$ cat config.mk
export PLATFORM = sky130hd
export DESIGN_NAME = fcmd_handler
export DESIGN_NICKNAME = d
export VERILOG_FILES = /design/src/fcmd_pkg.sv /design/src/fcmd_handler.sv /design/src/fcmd_sync.sv
export VERILOG_INCLUDE_DIRS = /design/src
export SDC_FILE = /design/constraint.sdc
export NUM_CORES = 1
export LEC_CHECK = 0
export BUFFER_PORTS_ARGS = -buffer_cell sky130_fd_sc_hd__buf_2
export CORE_AREA = 2 2 126 128
export CTS_BUF_LIST = sky130_fd_sc_hd__clkbuf_8
export CTS_CLUSTER_SIZE = 10
export DETAILED_ROUTE_END_ITERATION = 10
export DIE_AREA = 0 0 128 130
export PLACE_DENSITY_LB_ADDON = 0.12
export SYNTH_ARGS = -nofsm -noshare
export SYNTH_HDL_FRONTEND = slang
export SYNTH_SLANG_ARGS = --single-unit
$ cat constraint.sdc
create_clock -name i_clock -period 2.68 [get_ports i_clock]
set_input_delay 0.134 -clock i_clock [delete_from_list [all_inputs] [get_ports i_clock]]
set_output_delay 0.134 -clock i_clock [all_outputs]
set_load 0.01 [all_outputs]
$ cat src/fcmd_regs.svh
`ifndef FCMD_REGS_SVH
`define FCMD_REGS_SVH

// Instruction codes
`define FCMD_OP_WRITE_ENABLE       8'h06
`define FCMD_OP_VOLATILE_WR_ENABLE 8'h50
`define FCMD_OP_STATUS_CLEAR       8'h30
`define FCMD_OP_NV_PATTERN_PROGRAM 8'h43
`define FCMD_OP_VOL_PATTERN_WRITE  8'h4a
`define FCMD_OP_PATTERN_READ       8'h41
`define FCMD_OP_ENTER_WIDE_ADDR    8'hb7
`define FCMD_OP_EXIT_WIDE_ADDR     8'he9

// Bit counts on the link
`define FCMD_INSTR_BITS            5'h08
`define FCMD_INSTR_DATA_BITS       5'h10
`define FCMD_BIT_COUNT_MAX         5'h1f

// Field positions
`define FCMD_SR1_WIP_POS           0
`define FCMD_SR1_WEL_POS           1
`define FCMD_SR2_PERR_POS          5
`define FCMD_SR2_EERR_POS          6
`define FCMD_CR2_ADS_POS           0
`define FCMD_CR2_NV_ADS_POS        1

// Reset values
`define FCMD_SR1_RESET             8'h00
`define FCMD_SR2_RESET             8'h00

// Self-timed non-volatile pattern program
`define FCMD_CLOCK_PERIOD_PS       4000
`define FCMD_NV_PROGRAM_TIME_NS    1000
`define FCMD_NV_PROGRAM_CYCLES \
   ((`FCMD_NV_PROGRAM_TIME_NS * 1000 + `FCMD_CLOCK_PERIOD_PS - 1) / `FCMD_CLOCK_PERIOD_PS)

`endif

$ cat src/fcmd_pkg.sv
package fcmd_pkg;

   typedef struct packed {
      logic       cs_n;
      logic       sclk;
      logic [3:0] io;
   } fcmd_pins_t;

   typedef enum logic [2:0] {
      FCMD_ST_IDLE,
      FCMD_ST_INSTR,
      FCMD_ST_DATA,
      FCMD_ST_DUMMY,
      FCMD_ST_READ
   } fcmd_state_t;

endpackage : fcmd_pkg

$ cat src/fcmd_handler.sv
`timescale 1ns/1ps
`include "fcmd_regs.svh"
// Functional notes
// RL1: Volatile write enable leaves the latch alone, only arms next status write volatile.
// RL2: Volatile write enable runs only if chip select rises after exactly eight bits.
// RL3: Four-line mode takes instruction and data as nibbles on all four lines.
// RL4: Status clear zeroes busy, write latch, program error and erase error bits; busy stays set while a program runs (code: not if erase error is set).
// RL5: Status clear needs no prior write enable.
// RL6: Status clear is accepted even while busy.
// RL7: Non-volatile pattern program is rejected unless the write latch is set.
// RL8: Non-volatile pattern program needs exactly one data byte, else it is discarded.
// RL9: Program starts at chip select rise, busy while running, then clears busy and latch; busy stays set if it failed.
// RL10: A failed non-volatile pattern program sets the program error flag.
// RL11: Host keeps serial clock at or below 133 MHz for pattern commands.
// RL12: Volatile pattern write is accepted only with the write latch set.
// RL13: Volatile pattern write takes exactly one data byte and applies at once.
// RL14: Pattern read waits one dummy cycle then shifts the byte out.
// RL15: Lines are ignored during the pattern read dummy cycle.
// RL16: Pattern byte repeats for as long as the host keeps clocking.
// RL17: Enter wide address sets the address length bit.
// RL18: Commands that only exist with four address bytes stay four-byte.
// RL19: Exit wide address clears the address length bit.
// RL20: Hardware or software reset reloads address length from the stored setting.
// RL21: The write-any-register path may also clear the address length bit.
// RL22: Write enable sets the write enable latch.
// RL23: Pattern read returns the volatile copy, loaded from the stored copy at reset.
module fcmd_handler (
   // Clocking
   input  wire logic       i_clock,
   input  wire logic       i_rst,
   input  wire logic       i_ce,
   // Link pins
   input  wire logic       i_cs_n,
   input  wire logic       i_sclk,
   input  wire logic [3:0] i_io,
   output logic      [3:0] o_io,
   output logic      [3:0] o_io_oe_n,
   // Configuration and stored settings
   input  wire logic       i_four_line_command_mode,
   input  wire logic [7:0] i_nv_learning_pattern,
   input  wire logic       i_nv_address_length_bit,
   input  wire logic       i_soft_reset,
   // Neighbouring command paths
   input  wire logic       i_write_any_register_clear_ads,
   input  wire logic       i_status_config_write_done,
   input  wire logic       i_erase_error_set,
   input  wire logic       i_nv_program_fail,
   // Status
   output logic      [7:0] o_volatile_status_register_1,
   output logic      [7:0] o_volatile_status_register_2,
   output logic            o_address_length_bit,
   output logic            o_volatile_write_armed,
   output logic      [7:0] o_learning_pattern,
   // Non-volatile pattern program request
   output logic            o_nv_program_start,
   output logic      [7:0] o_nv_program_data
);

   fcmd_pkg::fcmd_pins_t pins_raw;
   fcmd_pkg::fcmd_pins_t pins;
   fcmd_pkg::fcmd_state_t state_r;

   logic        sclk_d_r;
   logic        cs_d_r;
   logic        sclk_rise;
   logic        sclk_fall;
   logic        cs_fall;
   logic        cs_rise;
   logic [15:0] shift_r;
   logic [15:0] shift_nxt;
   logic [4:0]  bits_r;
   logic [4:0]  bits_nxt;
   logic [4:0]  step;
   logic [7:0]  opcode_r;
   logic        quad_r;
   logic [2:0]  out_idx_r;
   logic        wip_r;
   logic        wel_r;
   logic        perr_r;
   logic        eerr_r;
   logic        ads_r;
   logic        vol_armed_r;
   logic [7:0]  pattern_r;
   logic [15:0] prog_cnt_r;
   logic        prog_busy_r;
   logic        prog_start_r;
   logic [7:0]  prog_data_r;
   logic        exec_write_enable_cmd;
   logic        exec_volatile_write_enable_cmd;
   logic        exec_clear;
   logic        exec_nv_prog;
   logic        exec_vol_wr;
   logic        exec_enter;
   logic        exec_exit;
   logic        prog_done;
   logic        len8;
   logic        len16;

   assign pins_raw = '{cs_n: i_cs_n, sclk: i_sclk, io: i_io};

   fcmd_sync #(
      .W       (6)
   ) u_sync (
      .i_clock (i_clock),
      .i_rst   (i_rst),
      .i_ce    (i_ce),
      .i_async (pins_raw),
      .o_level (pins)
   );

   // Edge finder on the filtered link levels
   always_ff @(posedge i_clock) begin
      if (i_rst) begin
         sclk_d_r <= 1'b0;
         cs_d_r   <= 1'b1;
      end else if (i_ce) begin
         sclk_d_r <= pins.sclk;
         cs_d_r   <= pins.cs_n;
      end
   end

   assign sclk_rise = pins.sclk & ~sclk_d_r & ~pins.cs_n;
   assign sclk_fall = ~pins.sclk & sclk_d_r & ~pins.cs_n;
   assign cs_fall   = ~pins.cs_n & cs_d_r;
   assign cs_rise   = pins.cs_n & ~cs_d_r;

   // Mode frozen per frame so a mid-frame change cannot split a nibble
   assign step = quad_r ? 5'h04 : 5'h01; // see RL3

   always_comb begin
      shift_nxt = quad_r ? {shift_r[11:0], pins.io} : {shift_r[14:0], pins.io[0]}; // see RL3
      bits_nxt  = (bits_r >= (`FCMD_BIT_COUNT_MAX - step)) ? `FCMD_BIT_COUNT_MAX
                                                             : bits_r + step;
   end

   // Frame sequencer
   always_ff @(posedge i_clock) begin
      if (i_rst) begin
         state_r  <= fcmd_pkg::FCMD_ST_IDLE;
         shift_r  <= 16'h0000;
         bits_r   <= 5'h00;
         opcode_r <= 8'h00;
         quad_r   <= 1'b0;
      end else if (i_ce) begin
         if (cs_fall) begin
            state_r <= fcmd_pkg::FCMD_ST_INSTR;
            shift_r <= 16'h0000;
            bits_r  <= 5'h00;
            quad_r  <= i_four_line_command_mode;
         end else if (pins.cs_n) begin
            state_r <= fcmd_pkg::FCMD_ST_IDLE;
         end else if (sclk_rise) begin
            unique case (state_r)
               fcmd_pkg::FCMD_ST_INSTR: begin
                  shift_r <= shift_nxt;
                  bits_r  <= bits_nxt;
                  if (bits_nxt == `FCMD_INSTR_BITS) begin
                     opcode_r <= shift_nxt[7:0];
                     if (shift_nxt[7:0] == `FCMD_OP_PATTERN_READ) begin
                        state_r <= fcmd_pkg::FCMD_ST_DUMMY;
                     end else if (shift_nxt[7:0] == `FCMD_OP_NV_PATTERN_PROGRAM ||
                                  shift_nxt[7:0] == `FCMD_OP_VOL_PATTERN_WRITE) begin
                        state_r <= fcmd_pkg::FCMD_ST_DATA;
                     end
                  end
               end
               fcmd_pkg::FCMD_ST_DATA: begin
                  shift_r <= shift_nxt;
                  bits_r  <= bits_nxt;
               end
               fcmd_pkg::FCMD_ST_DUMMY: begin
                  state_r <= fcmd_pkg::FCMD_ST_READ; // see RL15
               end
               fcmd_pkg::FCMD_ST_READ: begin
                  state_r <= fcmd_pkg::FCMD_ST_READ;
               end
               fcmd_pkg::FCMD_ST_IDLE: begin
                  state_r <= fcmd_pkg::FCMD_ST_IDLE;
               end
            endcase
         end
      end
   end

   // Length checks at chip select rise
   assign len8  = (state_r == fcmd_pkg::FCMD_ST_INSTR) && (bits_r == `FCMD_INSTR_BITS);
   assign len16 = (state_r == fcmd_pkg::FCMD_ST_DATA) && (bits_r == `FCMD_INSTR_DATA_BITS);

   // Busy blocks all but the status clear
   assign exec_write_enable_cmd    = cs_rise & len8 & ~wip_r & (opcode_r == `FCMD_OP_WRITE_ENABLE); // see RL22
   assign exec_volatile_write_enable_cmd   = cs_rise & len8 & ~wip_r &
                         (opcode_r == `FCMD_OP_VOLATILE_WR_ENABLE); // see RL2
   assign exec_clear   = cs_rise & len8 & (opcode_r == `FCMD_OP_STATUS_CLEAR); // see RL5 RL6
   assign exec_enter   = cs_rise & len8 & ~wip_r & (opcode_r == `FCMD_OP_ENTER_WIDE_ADDR);
   assign exec_exit    = cs_rise & len8 & ~wip_r & (opcode_r == `FCMD_OP_EXIT_WIDE_ADDR);
   assign exec_nv_prog = cs_rise & len16 & ~wip_r & wel_r &
                         (opcode_r == `FCMD_OP_NV_PATTERN_PROGRAM); // see RL7 RL8
   assign exec_vol_wr  = cs_rise & len16 & ~wip_r & wel_r &
                         (opcode_r == `FCMD_OP_VOL_PATTERN_WRITE); // see RL12 RL13

   // Self-timed program of the stored pattern
   assign prog_done = prog_busy_r && (prog_cnt_r == 16'h0000);

   always_ff @(posedge i_clock) begin
      if (i_rst) begin
         prog_busy_r  <= 1'b0;
         prog_cnt_r   <= 16'h0000;
         prog_start_r <= 1'b0;
         prog_data_r  <= 8'h00;
      end else if (i_ce) begin
         prog_start_r <= exec_nv_prog;
         if (exec_nv_prog) begin
            prog_busy_r <= 1'b1; // see RL9
            prog_cnt_r  <= 16'(`FCMD_NV_PROGRAM_CYCLES - 1);
            prog_data_r <= shift_r[7:0];
         end else if (prog_done) begin
            prog_busy_r <= 1'b0;
         end else if (prog_busy_r) begin
            prog_cnt_r <= prog_cnt_r - 16'h0001;
         end
      end
   end

   // Status register bits; a hardware set wins over a same-cycle clear
   always_ff @(posedge i_clock) begin
      if (i_rst) begin
         wip_r  <= 1'(`FCMD_SR1_RESET >> `FCMD_SR1_WIP_POS);
         wel_r  <= 1'b0;
         perr_r <= 1'b0;
         eerr_r <= 1'b0;
      end else if (i_ce) begin
         if (exec_nv_prog) begin
            wip_r <= 1'b1; // see RL9
         end else if (prog_done) begin
            wip_r <= i_nv_program_fail | eerr_r; // see RL9 RL10
         end else if (perr_r | eerr_r | i_erase_error_set) begin
            wip_r <= ~exec_clear | i_erase_error_set;
         end else if (exec_clear) begin
            wip_r <= prog_busy_r; // see RL4
         end
         if (exec_write_enable_cmd) begin
            wel_r <= 1'b1; // see RL22
         end else if (exec_clear || prog_done || exec_vol_wr) begin
            wel_r <= 1'b0; // see RL4 RL9
         end
         if (prog_done && i_nv_program_fail) begin
            perr_r <= 1'b1; // see RL10
         end else if (exec_clear) begin
            perr_r <= 1'b0; // see RL4
         end
         if (i_erase_error_set) begin
            eerr_r <= 1'b1;
         end else if (exec_clear) begin
            eerr_r <= 1'b0; // see RL4
         end
      end
   end

   // Volatile-write arming; the latch itself is untouched
   always_ff @(posedge i_clock) begin
      if (i_rst || i_soft_reset) begin
         vol_armed_r <= 1'b0;
      end else if (i_ce) begin
         if (exec_volatile_write_enable_cmd) begin
            vol_armed_r <= 1'b1; // see RL1
         end else if (i_status_config_write_done || exec_write_enable_cmd) begin
            vol_armed_r <= 1'b0;
         end
      end
   end

   // Address length; four-byte-only commands live elsewhere and never read it
   always_ff @(posedge i_clock) begin
      if (i_rst || i_soft_reset) begin
         ads_r <= i_nv_address_length_bit; // see RL20
      end else if (i_ce) begin
         if (exec_enter) begin
            ads_r <= 1'b1; // see RL17 RL18
         end else if (exec_exit || i_write_any_register_clear_ads) begin
            ads_r <= 1'b0; // see RL19 RL21
         end
      end
   end

   // Volatile pattern copy
   always_ff @(posedge i_clock) begin
      if (i_rst || i_soft_reset) begin
         pattern_r <= i_nv_learning_pattern; // see RL23
      end else if (i_ce) begin
         if (exec_vol_wr) begin
            pattern_r <= shift_r[7:0]; // see RL13
         end
      end
   end

   // Read-out: bits change on falling clock, wrap for repeat reads
   always_ff @(posedge i_clock) begin
      if (i_rst) begin
         o_io      <= 4'h0;
         o_io_oe_n <= 4'hf;
         out_idx_r <= 3'h7;
      end else if (i_ce) begin
         if (pins.cs_n || state_r != fcmd_pkg::FCMD_ST_READ) begin
            o_io_oe_n <= 4'hf;
            out_idx_r <= 3'h7;
         end else if (sclk_fall) begin
            if (quad_r) begin
               o_io      <= out_idx_r[2] ? pattern_r[7:4] : pattern_r[3:0]; // see RL14
               o_io_oe_n <= 4'h0;
               out_idx_r <= {~out_idx_r[2], 2'b11}; // see RL16
            end else begin
               o_io      <= {2'b00, pattern_r[out_idx_r], 1'b0}; // see RL14
               o_io_oe_n <= 4'hd;
               out_idx_r <= out_idx_r - 3'h1; // see RL16
            end
         end
      end
   end

   assign o_volatile_status_register_1 = {6'h00, wel_r, wip_r};
   assign o_volatile_status_register_2 = {1'b0, eerr_r, perr_r, 5'h00};
   assign o_address_length_bit         = ads_r;
   assign o_volatile_write_armed       = vol_armed_r;
   assign o_learning_pattern           = pattern_r;
   assign o_nv_program_start           = prog_start_r;
   assign o_nv_program_data            = prog_data_r;

endmodule : fcmd_handler

$ cat src/fcmd_sync.sv
`timescale 1ns/1ps
module fcmd_sync #(
   parameter int W = 6
) (
   // Clocking
   input  wire logic         i_clock,
   input  wire logic         i_rst,
   input  wire logic         i_ce,
   // Asynchronous levels in, filtered levels out
   input  wire logic [W-1:0] i_async,
   output logic      [W-1:0] o_level
);

   genvar g;
   generate
      for (g = 0; g < W; g = g + 1) begin : g_bit
         logic s1_r;
         logic s2_r;
         logic s3_r;
         logic lvl_r;
         // Level only moves once stages two and three agree
         always_ff @(posedge i_clock) begin
            if (i_rst) begin
               s1_r  <= 1'b1;
               s2_r  <= 1'b1;
               s3_r  <= 1'b1;
               lvl_r <= 1'b1;
            end else if (i_ce) begin
               s1_r <= i_async[g];
               s2_r <= s1_r;
               s3_r <= s2_r;
               if (s2_r == s3_r) begin
                  lvl_r <= s3_r;
               end
            end
         end
         assign o_level[g] = lvl_r;
      end
   endgenerate

endmodule : fcmd_sync

; ---- After elaboration in Yosys (flattened, before gate mapping)
; Index checks and enable logic that the tools add are counted.
[word_totals]
ff_bits = 102
output_inout_bits = 43
[op_classes]
magnitude_cmp = 2
n_reduce_logical = 52
muxes = 51
addsub = 4
bitwise = 31
n_eq_ne = 28
[ops]
columns = operator, count
row1 = $mux W8, 8
row2 = $eq A8 B7 Y1 const B, 6
row3 = $mux W16, 3
row4 = $reduce_and A2 Y1, 17
row5 = $mux W3, 10
row6 = $mux W5, 5
row7 = $reduce_bool A2 Y1, 11
row8 = $mux W4, 5
row9 = $and A1 B1 Y1, 18
row10 = $mux W1, 18
row11 = $eq A8 B8 Y1 const B, 2
row12 = $logic_not A16 Y1, 1
row13 = $sub A16 B1 Y16 const B, 1
row14 = $eq A5 B4 Y1 const B, 2
row15 = $not A1 Y1, 9
row16 = $pmux W3 S3, 1
row17 = $eq A8 B3 Y1 const B, 1
row18 = $eq A8 B6 Y1 const B, 1
row19 = $logic_or A1 B1 Y1, 7
row20 = $eq A1 B1 Y1, 6
row21 = $eq A3 B2 Y1 const B, 2
row22 = $reduce_and A3 Y1, 2
row23 = $reduce_and A6 Y1, 1
row24 = $reduce_bool A3 Y1, 2
row25 = 21 further kinds, 29

; ---- Longest topological paths before layout
; Gate-level depths: netlist (run 1).
[depth]
word_depth = 10
mapped_depth = 9

; ---- Modules after synthesis
; From an unflattened synthesis (run 1), not the netlist that was laid out.
[unflattened]
hier_cells = 582
area_unflattened_um2 = 5228.8
[by_module_without_submodules]
columns = mod, area_per_inst_um2, instances, cells_per_inst
row1 = fcmd_handler, 4237.8, 1, 480
row2 = fcmd_sync, 991.0, 1, 102

; ---- Least setup slack after synthesis (run 1)
; Ideal clock, no wire load.
[synth_path]
path_type = register -> register
start = register quad_r
end = register state_r[0]
setup_ns = 0.095
n_path_buf = 1
period_less_slack_ns = 2.268
stages_incl_launch_ff = 10
arrival_ns = 2.173
slack_ns = 0.412
cell_sequence = dfxtp_1 -> clkbuf_1 -> inv_1 -> ha_1 -> ha_1 -> nand4_1 -> a311oi_1 -> o211ai_1 -> o21ai_0 -> a221oi_1
[synth_via]
elab_chain_cells = 8
[synth_lines]
columns = element, line_no
row1 = "start, declared", fcmd_handler.sv:75  ; logic quad_r;
row2 = "start signal, assigned", fcmd_handler.sv:149  ; quad_r <= i_four_line_command_mode;
row3 = "parallel branches: the longest is 8 deep, another holds $sub A1 B4 Y5", --
row4 = "end signal, assigned", fcmd_handler.sv:146  ; state_r <= fcmd_pkg::FCMD_ST_INSTR;
row5 = "end signal, assigned", fcmd_handler.sv:151  ; state_r <= fcmd_pkg::FCMD_ST_IDLE;
row6 = "end signal, assigned", fcmd_handler.sv:160  ; state_r <= fcmd_pkg::FCMD_ST_DUMMY;
row7 = "end, declared", fcmd_handler.sv:61  ; fcmd_pkg::fcmd_state_t state_r;
; Parallel ways; which one is timed is not known. The select of a mux whose other input is x is not followed.
; A chain may end at the register's enable or synchronous reset.

; ---- Worst setup path after layout (run 1)
[layout_path]
start = register bits_r[1]
end = register prog_cnt_r[14]
[layout_via]
elab_chain_cells = 8
[layout_lines]
columns = element, line_no
row1 = "start, declared", fcmd_handler.sv:71  ; logic [4:0] bits_r;
row2 = "start signal, assigned", fcmd_handler.sv:156  ; bits_r <= bits_nxt;
row3 = "start signal, assigned", fcmd_handler.sv:169  ; bits_r <= bits_nxt;
row4 = $eq A5 B5 Y1 (no line) *, --
row5 = $logic_and A1 B1 Y1 *, fcmd_handler.sv:187  ; assign len16 = (state_r == fcmd_pkg::FCMD_ST_DATA) && (bits_r == `FCMD_INSTR_DATA_BITS);
row6 = $and A1 B1 Y1 * (4 in a row), fcmd_handler.sv:196  ; assign exec_nv_prog = cs_rise & len16 & ~wip_r & wel_r &
row7 = $ne A2 B2 Y1 (no line) or $reduce_bool A2 Y1 (tied branches), --
row8 = $reduce_and A3 Y1 (no line), --
row9 = "end signal, assigned", fcmd_handler.sv:214  ; prog_cnt_r <= 16'(`FCMD_NV_PROGRAM_CYCLES - 1);
row10 = "end signal, assigned", fcmd_handler.sv:219  ; prog_cnt_r <= prog_cnt_r - 16'h0001;
row11 = "end, declared", fcmd_handler.sv:84  ; logic [15:0] prog_cnt_r;
; Mark *: on every way between the ends. The rest lies on a longest branch, timed or not.

==> impl_summary.txt, run 1 <==
----------------------------------------------------
[Run status]
  Run status ... finished, final reports clean

[Setup path]
  Data arrival time of the worst path ... roughly 2.7 ns
  Classification of the worst setup path ... flop to flop
  Critical path data required time ... 2.95 ns
  Capturing point of the worst reg2reg path ... prog_cnt_r[14]
  Maximum fanout count along the critical path ... 10
  Kind of end point of the critical path ... flop
  Worst reg2reg path depth ... 5
  Worst setup path startpoint ... bits_r[1]
  Endpoint of the most critical setup path ... prog_cnt_r[14]
  Category of the worst setup path launch point ... flop
  Internal reg-to-reg setup slack ... between 0.2 and 0.25 ns
  RR Startpoint ... bits_r[1]

[Placement]
  Post-detailed-placement half-perimeter wirelength ... 8930 um
  Global placement routability congestion ... just over 0.9
  I/O Buffers ... 54
  Worst-case setup slack after placement ... roughly 0.23 ns

[Power and ir drop]
  Proportion of total power due to net switching ... 24.6%
  Portion of total power attributed to the clock network ... 38.2%
  Net switching power of the design ... 0.708 mW
  Combinational fraction of design power ... under 10%
  Cell leakage power ... 2.24 nW
  Part of the power in registers ... 54.7%
  Power per unit of standard cell area ... about 500 nW/um2
  Internal cell power ... 2.17 mW
  Max rail drop VDD ... between 0.2 and 0.25 mV

[CTS]
  CTS Sinks ... 100
  CTS root buf ... sky130_fd_sc_hd__clkbuf_8
  Cts bufs inserted ... 9
  Max Root-Sink Buffers ... 2
  Latest clock arrival within the worst-skew pair ... 0.38 ns
  TritonCTS clock tree ... built
  Post-CTS repair timing setup buffer count ... 0
  CTS HTree Levels ... 3
  Clk slew on worst S/H paths ... 0.10 ns

[Min path]
  Worst hold-check path type ... primary input to flop
  Number of stages on the worst hold path ... 3

[Die]
  Row cnt ... 46
  Placeable core region ... 15400 um2
  Initial cell density of the core ... between 30% and 40%
  Chip Height ... 130 um
  IO Pins ... 67
  Die outline area ... 16600 um2
  Chip width ... 128 um

[Timing]
  Post-Route Setup TNS ... 0 ns
  Fin. max-slew vios ... 0
  Highest attainable clock frequency ... 0.407 GHz
  Transition time of the tightest slew-check pin ... 0.634 ns
  Unrepaired setup endpoints after global routing ... false
  Final number of hold-violating endpoints ... 0
  Final worst-path cycle share ... 91.7%
  Setup slack after layout ... around 0.22 ns
  Final setup violation count ... 0
  Max-slew headroom ... between 50% and 60%
  Maximum clock skew at final layout ... about 0.014 ns
  Min Tclk post-route ... around 2.5 ns

[Logic synthesis]
  Register bit count reported by yosys ... 100
  Commonest register cell after synthesis ... sky130_fd_sc_hd__dfxtp_1
  Syn Inst Count ... 550
  Cell area after technology mapping ... 4940 um2
  Main combinational cell family by area after synthesis ... simple AND/OR/NAND/NOR gates
  Adder and majority cell fraction of the synthesized area ... approximately 1.5%
  XOR/XNOR share of the synthesized area ... 2.84%
  Post-Synthesis Mean Instance Area ... 8.98 um2
  Number of distinct library cell variants in the gate-level netlist after synthesis ... 65
  Fraction of the mapped netlist area in simple logic gates ... 22.7%
  Async set or reset register ratio after synthesis ... 0%
  Number of flops mapped to enable cells by yosys ... 9
  Sequential area share after synthesis ... 42.4%
  Synth Warn # ... 0
  Mux cell area share after synthesis ... 6.99%
  Area fraction in compound gates after synthesis ... 16.8%

[Route]
  Remaining DRCs ... 0
  Remaining number of nets flagged by the antenna check after routing ... 0
  Routed wirelength normalized by instance count ... between 15 and 20 um
  Number of vias after detailed routing ... around 4.1k
  Via density per instance ... 5.14
  Total iterations of the first detailed-routing run ... 4
  Violation count after the first detailed-routing iteration ... 228
  Total Routed Length ... 12500 um

[Cells and area]
  Commonest non-fill, non-tap cells in the layout ... sky130_fd_sc_hd__dfxtp_1 (91), sky130_fd_sc_hd__buf_2 (54), sky130_fd_sc_hd__nor2_1 (45), sky130_fd_sc_hd__a21oi_1 (45), sky130_fd_sc_hd__nor3_1 (30)
  Area growth from synthesis to layout ... 14.3%
  Share of the core filled with cells ... 36.6%
  Most common library cell in the layout ignoring fill and taps ... sky130_fd_sc_hd__dfxtp_1
  Proportion of layout cells with a drive suffix above 1 ... 19.6%
  Antenna cells ... 0
  Net total in the final layout ... 631

[GRT]
  First-pass GRT wire length ... 20300 um
  Maximum number of pins on one net before global-route repair ... 62
  Total congestion overflow after global routing ... 0
  Initial antenna violation count ... 0
  Number of global-route vias before repair ... 3856
  Global routing usage summed across all routing layers ... ~16%

[Run]
  Max Cap Viol ... 0

----------------------------------------------------
synth_stat cells (all sizes together) (2+ instances only):
master | instances | area share [%]
nor4 | 6 | 0.76
a21oi | 45 | 4.6
or4bb | 2 | 0.46
and3b | 2 | 0.35
o21bai | 6 | 0.91
nor4b | 3 | 0.53
and3 | 3 | 0.38
a211o | 16 | 2.8
ha | 6 | 1.5
or4b | 4 | 0.81
a311oi | 2 | 0.48
nand2 | 25 | 1.9
nor3 | 30 | 3.0
mux2i | 12 | 2.4
dfxtp | 91 | 37
nand4 | 8 | 1.0
inv | 14 | 1.1
or3 | 5 | 0.73
and2 | 11 | 1.4
clkbuf | 28 | 2.1
a22oi | 9 | 1.4
nand3 | 18 | 1.8
mux2 | 18 | 4.1
or4 | 5 | 0.84
nor2 | 45 | 3.4
nand2b | 14 | 1.8
o211ai | 3 | 0.46
a221oi | 2 | 0.35
o31ai | 3 | 0.46
nand4b | 3 | 0.53
xor2 | 15 | 2.7
o21a | 2 | 0.30
nor2b | 10 | 1.3
nor3b | 4 | 0.61
or2 | 3 | 0.38
edfxtp | 9 | 5.5
o21ai | 19 | 1.9
a211oi | 2 | 0.30
buf | 22 | 3.4
a31oi | 5 | 0.63
final cells by class:
class                   instances  area, um2
fillers                      1602       9780
multi-input cells             396       2560
flip-flops and latches        100       2090
repair buffers                 79        475
well taps                     192        240
clock buffers                   9        124
clock inverters                 7       98.8
inverters                      15       56.3
flip-flops by register name (all words and copies together), names as in the netlist, 3 cells and up:
signal,count
out_idx_r,3
o_io,4
u_sync.g_bit.s2_r,6
shift_r,8
state_r,3
u_sync.g_bit.s3_r,6
bits_r,5
u_sync.g_bit.s1_r,6
opcode_r,8
o_learning_pattern,8
u_sync.g_bit.lvl_r,6
o_nv_program_data,8
prog_cnt_r,16
layer usage:
metal  share of wire, %  track usage, %
met1                 50            21.4
met2                 46            24.3
met3                2.4            2.21
met4                2.2            6.72
met5                  0               0
logic make-up (layout without fill, tap and decap cells):
group | Yosys count | after routing
buffers and inverters | 65 | 110
muxes | 31 | 31
xor gates and xnor gates | 16 | 16
and+or+nand+nor | 205 | 205
other | 1 | 12
AOI/OAI and AO/OA | 126 | 126
adders and majority gates | 6 | 6
DFF | 100 | 100
critical path, stage by stage (launching register included):
cell and delay, ns:
sky130_fd_sc_hd__dfxtp_1 0.38, sky130_fd_sc_hd__or4_1 0.53, sky130_fd_sc_hd__or3_4 0.38, sky130_fd_sc_hd__or4_4 0.63, sky130_fd_sc_hd__nand2b_1 0.33, sky130_fd_sc_hd__nor2_1 0.09
worst min-delay path by stage:
stage,from,to,slack (ns)
floorplan,i_io[0],u_sync.g_bit[0].s1_r,0.25
global placement,i_sclk,u_sync.g_bit[4].s1_r,0.34
finish,i_erase_error_set,eerr_r,0.04
global route,i_erase_error_set,eerr_r,0.03
CTS,i_nv_learning_pattern[0],o_learning_pattern[0],0.02
detailed placement,i_io[0],u_sync.g_bit[0].s1_r,0.34
what timing repair did:
item                                    CTS  global route
gates resized for setup                   0             0
endpoints found under the setup margin    0             0
hold endpoints to repair                 10             0
hold buffers                              7             0
metrics by stage:
stage / power (mW) / area, um2 / cells / hold WS [ns]
floorplan: 1.75 / 4980 / 561 / 0.252
global placement: 1.81 / 5350 / 775 / 0.341
detailed placement: 1.81 / 5350 / 775 / 0.344
CTS: 2.93 / 5640 / 798 / 0.0241
global route: 3.01 / 5640 / 798 / 0.0291
finish: 2.88 / 5640 / 798 / 0.0408
power groups by stage:
stage | combinational (mW) | clock (mW) | sequential, mW
floorplan | 0.144 | 0 | 1.61
global placement | 0.197 | 0 | 1.61
detailed placement | 0.198 | 0 | 1.61
CTS | 0.207 | 1.14 | 1.58
global route | 0.228 | 1.20 | 1.58
finish | 0.204 | 1.10 | 1.58
(Power assumes the default switching activity.)
==> run 2, diff against run 1 <==
--- a/config.mk
+++ b/config.mk
@@ -7,12 +7,13 @@
 export NUM_CORES = 1
 export LEC_CHECK = 0
 export BUFFER_PORTS_ARGS = -buffer_cell sky130_fd_sc_hd__buf_2
-export CORE_AREA = 2 2 126 128
+export CORE_AREA = 2 2 129 131
 export CTS_BUF_LIST = sky130_fd_sc_hd__clkbuf_8
 export CTS_CLUSTER_SIZE = 10
 export DETAILED_ROUTE_END_ITERATION = 10
-export DIE_AREA = 0 0 128 130
+export DIE_AREA = 0 0 131 133
 export PLACE_DENSITY_LB_ADDON = 0.12
 export SYNTH_ARGS = -nofsm -noshare
 export SYNTH_HDL_FRONTEND = slang
+export SYNTH_HIERARCHICAL = 1
 export SYNTH_SLANG_ARGS = --single-unit
==> impl_summary.txt, run 2 <==
----------------------------------------------------
[Timing]
  Final number of hold-violating endpoints ... 0
  Fin. max-slew vios ... 0
  Highest attainable clock frequency ... 0.423 GHz
  Post-Route Setup TNS ... 0 ns
  Final worst-path cycle share ... 88.3%
  Maximum clock skew at final layout ... 0.0176 ns
  Max-slew headroom ... 52.7%
  Final setup violation count ... 0
  Transition time of the tightest slew-check pin ... 0.704 ns
  Unrepaired setup endpoints after global routing ... false
  Final hold slack ... 0.0363 ns
  Min Tclk post-route ... 2.37 ns

[Cells and area]
  Most common library cell in the layout ignoring fill and taps ... sky130_fd_sc_hd__dfxtp_1
  Most flop-heavy register ... prog_cnt_r
  FILL cells ... 1689
  Area growth from synthesis to layout ... 12.1%
  Antenna cells ... 0
  Commonest non-fill, non-tap cells in the layout ... sky130_fd_sc_hd__dfxtp_1 (91), sky130_fd_sc_hd__a21oi_1 (59), sky130_fd_sc_hd__buf_2 (54)
  Area taken by flip-flops and latches ... 2090 um2
  Proportion of layout cells with a drive suffix above 1 ... 19.0%
  Max reg flops ... 16
  Multi-input gate area ... 2750 um2
  Net total in the final layout ... 655

[Route]
  Via density per instance ... 5.07
  Remaining number of nets flagged by the antenna check after routing ... 0
  Remaining DRCs ... 0
  Number of vias after detailed routing ... 4311
  Total iterations of the first detailed-routing run ... 5
  Met3 wire length ... approximately 580 um
  Total Routed Length ... 13100 um
  WL met1 ... 6120 um
  Total length of routed met2 wires ... 6260 um
  Violation count after the first detailed-routing iteration ... 248
  Routed wirelength normalized by instance count ... 15.5 um
  Highest metal used ... met4

[Setup path]
  Internal reg-to-reg setup slack ... 0.31 ns
  Category of the worst setup path launch point ... flop
  Worst setup path startpoint ... quad_r
  Data arrival time of the worst path ... approximately 2.7 ns
  Kind of end point of the critical path ... flop
  Maximum fanout count along the critical path ... 5
  Classification of the worst setup path ... flop to flop
  Critical path data required time ... 2.97 ns
  Capturing point of the worst reg2reg path ... state_r[1]
  Worst reg2reg path depth ... 8
  RR Startpoint ... quad_r

[Logic synthesis]
  Synth Warn # ... 6
  Number of flops mapped to enable cells by yosys ... 9
  Number of distinct library cell variants in the gate-level netlist after synthesis ... 68
  Sequential area share after synthesis ... 40.0%
  Register bit count reported by yosys ... 100
  Cell area after technology mapping ... 5230 um2
  Library cell with the highest instance count after synthesis ... sky130_fd_sc_hd__dfxtp_1
  Post-Synthesis Mean Instance Area ... approximately 9.0 um2
  Library cell occupying the most area in the post-synthesis netlist ... sky130_fd_sc_hd__dfxtp_1
  Async set or reset register ratio after synthesis ... 0%
  Main area contributors after synthesis ... sky130_fd_sc_hd__dfxtp_1 (35%), sky130_fd_sc_hd__a21oi_1 (5.6%), sky130_fd_sc_hd__edfxtp_1 (5.2%)
  Syn Inst Count ... 582
  Portion of synthesized cell area occupied by the leading cell type ... 34.8%
  Post-synth top cells ... sky130_fd_sc_hd__dfxtp_1 (91), sky130_fd_sc_hd__a21oi_1 (59), sky130_fd_sc_hd__nand2_1 (53)
  Commonest register cell after synthesis ... sky130_fd_sc_hd__dfxtp_1

[Run]
  Max Cap Viol ... 0

[Min path]
  WHS Endpoint ... eerr_r
  Worst hold-check path type ... primary input to flop
  Worst hold start ... i_erase_error_set
  Number of stages on the worst hold path ... 3

[CTS]
  Cts bufs inserted ... 9
  Clk slew on worst S/H paths ... 0.10 ns
  Post-CTS repair timing setup buffer count ... 0
  CTS HTree Levels ... 3
  CTS Sinks ... 100
  Count of hold-fix buffers inserted at cts ... 7
  TritonCTS clock tree ... built
  Resize count post-CTS ... 0
  CTS root buf ... sky130_fd_sc_hd__clkbuf_8
  Latest clock arrival within the worst-skew pair ... about 0.38 ns
  Max Root-Sink Buffers ... 2

[Placement]
  Post-detailed-placement half-perimeter wirelength ... 9550 um
  Global placement routability congestion ... 0.788
  I/O Buffers ... between 50 and 60

[Power and ir drop]
  Power per unit of standard cell area ... 488 nW/um2
  Cell leakage power ... 2.38 nW
  Max rail drop VDD ... about 0.26 mV

[Die]
  Chip width ... 131 um
  Placeable core region ... 16200 um2
  Row cnt ... 47
  Die outline area ... 17400 um2
  IO Pins ... 67
  Initial cell density of the core ... around a third
  Chip Height ... 133 um

[GRT]
  Number of global-route vias before repair ... 4126
  Global routing usage summed across all routing layers ... 15.5%
  Initial antenna violation count ... 0
  Total congestion overflow after global routing ... 0
  First-pass GRT wire length ... 21200 um
  Maximum number of pins on one net before global-route repair ... 57

[Run status]
  Run status ... finished, final reports clean

----------------------------------------------------
[run 2: cell count changes after synthesis, sizes merged, moves of 9 or more]
cell,delta
nor2,-9
clkbuf,-11
nand2,+28
and2,-11
nand3,-9
xor2,-12
a21oi,+14
buf,+18
[run 2: routing by layer]
layer	track usage (%)	up-vias
met1	20.3	2065
met3	3.32	12
met4	4.49	0
met2	25.5	75
li1	-	2159
met5	0	-
[run 2: worst max-delay path by stage]
stage	cells after the start	end	slack, ns
2_1_floorplan	10	state_r[1]	0.11
3_3_place_gp	6	o_nv_program_data[6]	0.37
3_5_place_dp	5	prog_cnt_r[11]	0.34
4_1_cts	5	prog_cnt_r[11]	0.32
5_1_grt	8	opcode_r[1]	0.1
6_report	8	state_r[1]	0.31
[run 2: stage by stage]
stage | power (mW) | setup slack, ns | cell area (um2) | util [%] | cells
final | 2.86 | 0.315 | 5860 | 36.3 | 850
after detailed placement | 1.79 | 0.339 | 5570 | 34.5 | 827
after global routing | 3.00 | 0.0958 | 5860 | 36.3 | 850
after floorplan | 1.74 | 0.109 | 5270 | - | 593
after CTS | 2.92 | 0.321 | 5860 | 36.3 | 850
after global placement | 1.79 | 0.372 | 5570 | 34.5 | 827
[run 2: report_power, final]
group | switching (mW) | leakage, nW | internal (mW)
Clock | 0.566 | 0.114 | 0.533
Sequential | 0.0261 | 0.834 | 1.54
Combinational | 0.108 | 1.43 | 0.0860
Total | 0.700 | 2.38 | 2.16
[run 2: area by class of cell]
class | count | area share [%]
Clock buffer | 9 | 2.11
Multi-Input combinational cell | 421 | 46.9
Clock inverter | 7 | 1.64
Tap cell | 220 | 4.69
Timing Repair Buffer | 78 | 7.98
Sequential cell | 100 | 35.7
Inverter | 15 | 0.960
[run 2: kinds of logic after synthesis]
kind of cell / count (synthesis) / synth area share, %
AO/OA/AOI/OAI: 147 / 18.9
XOR/XNOR: 10 / 1.68
adder cells (fa/ha/maj): 6 / 1.44
buffers and inverters: 72 / 8.16
flip-flops: 100 / 40.0
multiplexers: 32 / 6.75
other: 1 / 0.0717
AND/OR/NAND/NOR: 214 / 23.0
[run 2: worst max-delay path: stages (launching register included)]
cell                       delay [ns]
sky130_fd_sc_hd__dfxtp_1         0.37
sky130_fd_sc_hd__inv_1           0.20
sky130_fd_sc_hd__ha_1            0.23
sky130_fd_sc_hd__ha_1            0.21
sky130_fd_sc_hd__nand4_1         0.12
sky130_fd_sc_hd__a311oi_1        0.41
sky130_fd_sc_hd__o211ai_1        0.16
sky130_fd_sc_hd__a2111o_1        0.30
sky130_fd_sc_hd__a221oi_1        0.27
==> run 3, diff against run 2 <==
--- a/config.mk
+++ b/config.mk
@@ -12,8 +12,10 @@
 export CTS_CLUSTER_SIZE = 10
 export DETAILED_ROUTE_END_ITERATION = 10
 export DIE_AREA = 0 0 131 133
+export HOLD_SLACK_MARGIN = 0.03
 export PLACE_DENSITY_LB_ADDON = 0.12
 export SYNTH_ARGS = -nofsm -noshare
 export SYNTH_HDL_FRONTEND = slang
 export SYNTH_HIERARCHICAL = 1
 export SYNTH_SLANG_ARGS = --single-unit
+export TNS_END_PERCENT = 5
==> constraint.sdc (replaced) <==
create_clock -name i_clock -period 2.68 [get_ports i_clock]
set_input_delay 0.134 -clock i_clock [delete_from_list [all_inputs] [get_ports i_clock]]
set_output_delay 0.134 -clock i_clock [all_outputs]
set_load 0.02 [all_outputs]
==> impl_summary.txt, run 3 (synthesis gave the netlist of run 2 again) <==
----------------------------------------------------
[GRT]
  Total congestion overflow after global routing ... 0
  Maximum number of pins on one net before global-route repair ... between 50 and 60
  First-pass GRT wire length ... 21200 um
  Global routing usage summed across all routing layers ... 15.5%
  Initial antenna violation count ... 0
  Number of global-route vias before repair ... ~4.1k

[Power and ir drop]
  Portion of total power attributed to the clock network ... 38.1%
  Combinational fraction of design power ... 7.5%
  Net switching power of the design ... 0.716 mW
  Max rail drop VDD ... 0.260 mV
  Cell leakage power ... roughly 2.4 nW
  Part of the power in registers ... 54.5%
  Proportion of total power due to net switching ... about 25%
  Internal cell power ... about 2.2 mW
  Final total power ... 2.88 mW
  Power per unit of standard cell area ... 489 nW/um2

[Setup path]
  Slowest cell delay on critical path ... 0.41 ns
  Total stage count of the critical path ... 8
  Buf+Inv Stages, Crit Path ... 1
  Data arrival time of the worst path ... 2.68 ns
  CP most frequent cell ... sky130_fd_sc_hd__ha_1
  Critical path data required time ... 2.97 ns
  Family of cells with the greatest summed delay on the critical path ... compound AO/OA/AOI/OAI gates
  Classification of the worst setup path ... flop to flop
  Kind of end point of the critical path ... flop
  Worst reg2reg path depth ... 8
  Maximum fanout count along the critical path ... 5
  Ordered list of cells on the worst path ... inv_1 > ha_1 > ha_1 > nand4_1 > a311oi_1 > o211ai_1 > a2111o_1 > a221oi_1
  Cell with the largest stage delay on the worst path ... sky130_fd_sc_hd__a311oi_1
  Category of the worst setup path launch point ... flop

[Timing]
  Transition time of the tightest slew-check pin ... 0.696 ns
  Post-Route Setup TNS ... 0 ns
  Final worst-path cycle share ... 89.2%
  Fin. max-slew vios ... 0
  Final hold slack ... 0.0542 ns
  Final number of hold-violating endpoints ... 0
  Highest attainable clock frequency ... about 0.42 GHz
  Unrepaired setup endpoints after global routing ... false
  Maximum clock skew at final layout ... 0.0172 ns
  Min Tclk post-route ... 2.39 ns
  Final setup violation count ... 0
  Max-slew headroom ... a little over half

[CTS]
  Max Root-Sink Buffers ... 2
  Cts bufs inserted ... 9
  Clk slew on worst S/H paths ... 0.10 ns
  Resize count post-CTS ... 0
  CTS HTree Levels ... 3
  Latest clock arrival within the worst-skew pair ... 0.38 ns
  CTS root buf ... sky130_fd_sc_hd__clkbuf_8
  CTS Sinks ... 100
  TritonCTS clock tree ... built
  Post-CTS repair timing setup buffer count ... 0

[Die]
  Row cnt ... 47
  Placeable core region ... 16200 um2
  IO Pins ... between 60 and 70
  Die outline area ... 17400 um2
  Initial cell density of the core ... between 30% and 40%
  Chip width ... 131 um
  Chip Height ... about 130 um

[Cells and area]
  Share of the core filled with cells ... 36.4%
  Most flop-heavy register ... prog_cnt_r
  Layout Cell Area excl Fill ... 5890 um2
  Proportion of layout cells with a drive suffix above 1 ... 19.0%
  Max reg flops ... 16
  Antenna cells ... 0
  Commonest non-fill, non-tap cells in the layout ... sky130_fd_sc_hd__dfxtp_1 (91), sky130_fd_sc_hd__a21oi_1 (59), sky130_fd_sc_hd__buf_2 (54)
  FILL cells ... 1684
  Most common library cell in the layout ignoring fill and taps ... sky130_fd_sc_hd__dfxtp_1
  Net total in the final layout ... between 600 and 700
  Area growth from synthesis to layout ... 12.7%

[Route]
  Remaining DRCs ... 0
  Number of vias after detailed routing ... 4332
  Total iterations of the first detailed-routing run ... 4
  Violation count after the first detailed-routing iteration ... 253
  Routed wirelength normalized by instance count ... approximately 15 um
  Total Routed Length ... ~13000 um
  Via density per instance ... 5.08
  Remaining number of nets flagged by the antenna check after routing ... 0

[Placement]
  Post-detailed-placement half-perimeter wirelength ... 9550 um
  I/O Buffers ... 54
  Cell Area, Placed ... 5570 um2
  Global placement routability congestion ... 0.788

[Run]
  Max Cap Viol ... 0

[Min path]
  Worst hold-check path type ... primary input to flop
  Number of stages on the worst hold path ... 2

[Run status]
  Run status ... finished, final reports clean

----------------------------------------------------
[run 3: per-layer routing]
metal	part of all wire [%]	routed length, um	up-vias	global-route usage (%)
met5	0	0	-	0
li1	-	-	2166	-
met1	47	6190	2069	20.3
met2	48	6290	83	25.5
met4	1.4	186	0	4.49
met3	3.7	492	14	3.32
[run 3: power groups by stage]
| stage | registers (mW) | clock network, mW | logic [mW] |
|---|---|---|---|
| after global routing | 1.57 | 1.21 | 0.238 |
| after CTS | 1.57 | 1.15 | 0.216 |
| final | 1.57 | 1.10 | 0.215 |
| after detailed placement | 1.60 | 0 | 0.205 |
| after global placement | 1.60 | 0 | 0.204 |
| after floorplan | 1.61 | 0 | 0.152 |
[run 3: timing repair]
action | in CTS | in global routing
hold endpoints to repair | 9 | 1
hold buffers | 9 | 1
endpoints found under the setup margin | 0 | 0
[run 3: final timing paths]
| check | slack [ns] | start | endpoint |
|---|---|---|---|
| worst min-delay path | 0.05 | i_nv_learning_pattern[3] | o_learning_pattern[3] |
| worst max-delay path | 0.29 | quad_r | state_r[1] |
| worst max register to register | 0.29 | quad_r | state_r[1] |
| worst min register to register | 0.45 | o_io_oe_n[1] | o_io_oe_n[1] |
[run 3: through the flow]
stage	setup WS (ns)	cells
6_report	0.289	853
5_1_grt	0.0958	853
4_1_cts	0.321	852
3_5_place_dp	0.339	827
3_3_place_gp	0.372	827
2_1_floorplan	0.109	593
[run 3: area by class of cell]
cell class	instances	area, um2	area share (%)
timing repair buffer	81	498	8.45
multi-input combinational	421	2750	46.7
clock inverter	7	96.3	1.63
sequential	100	2090	35.5
clock buffer	9	124	2.10
tap	220	275	4.67
inverter	15	56.3	0.955
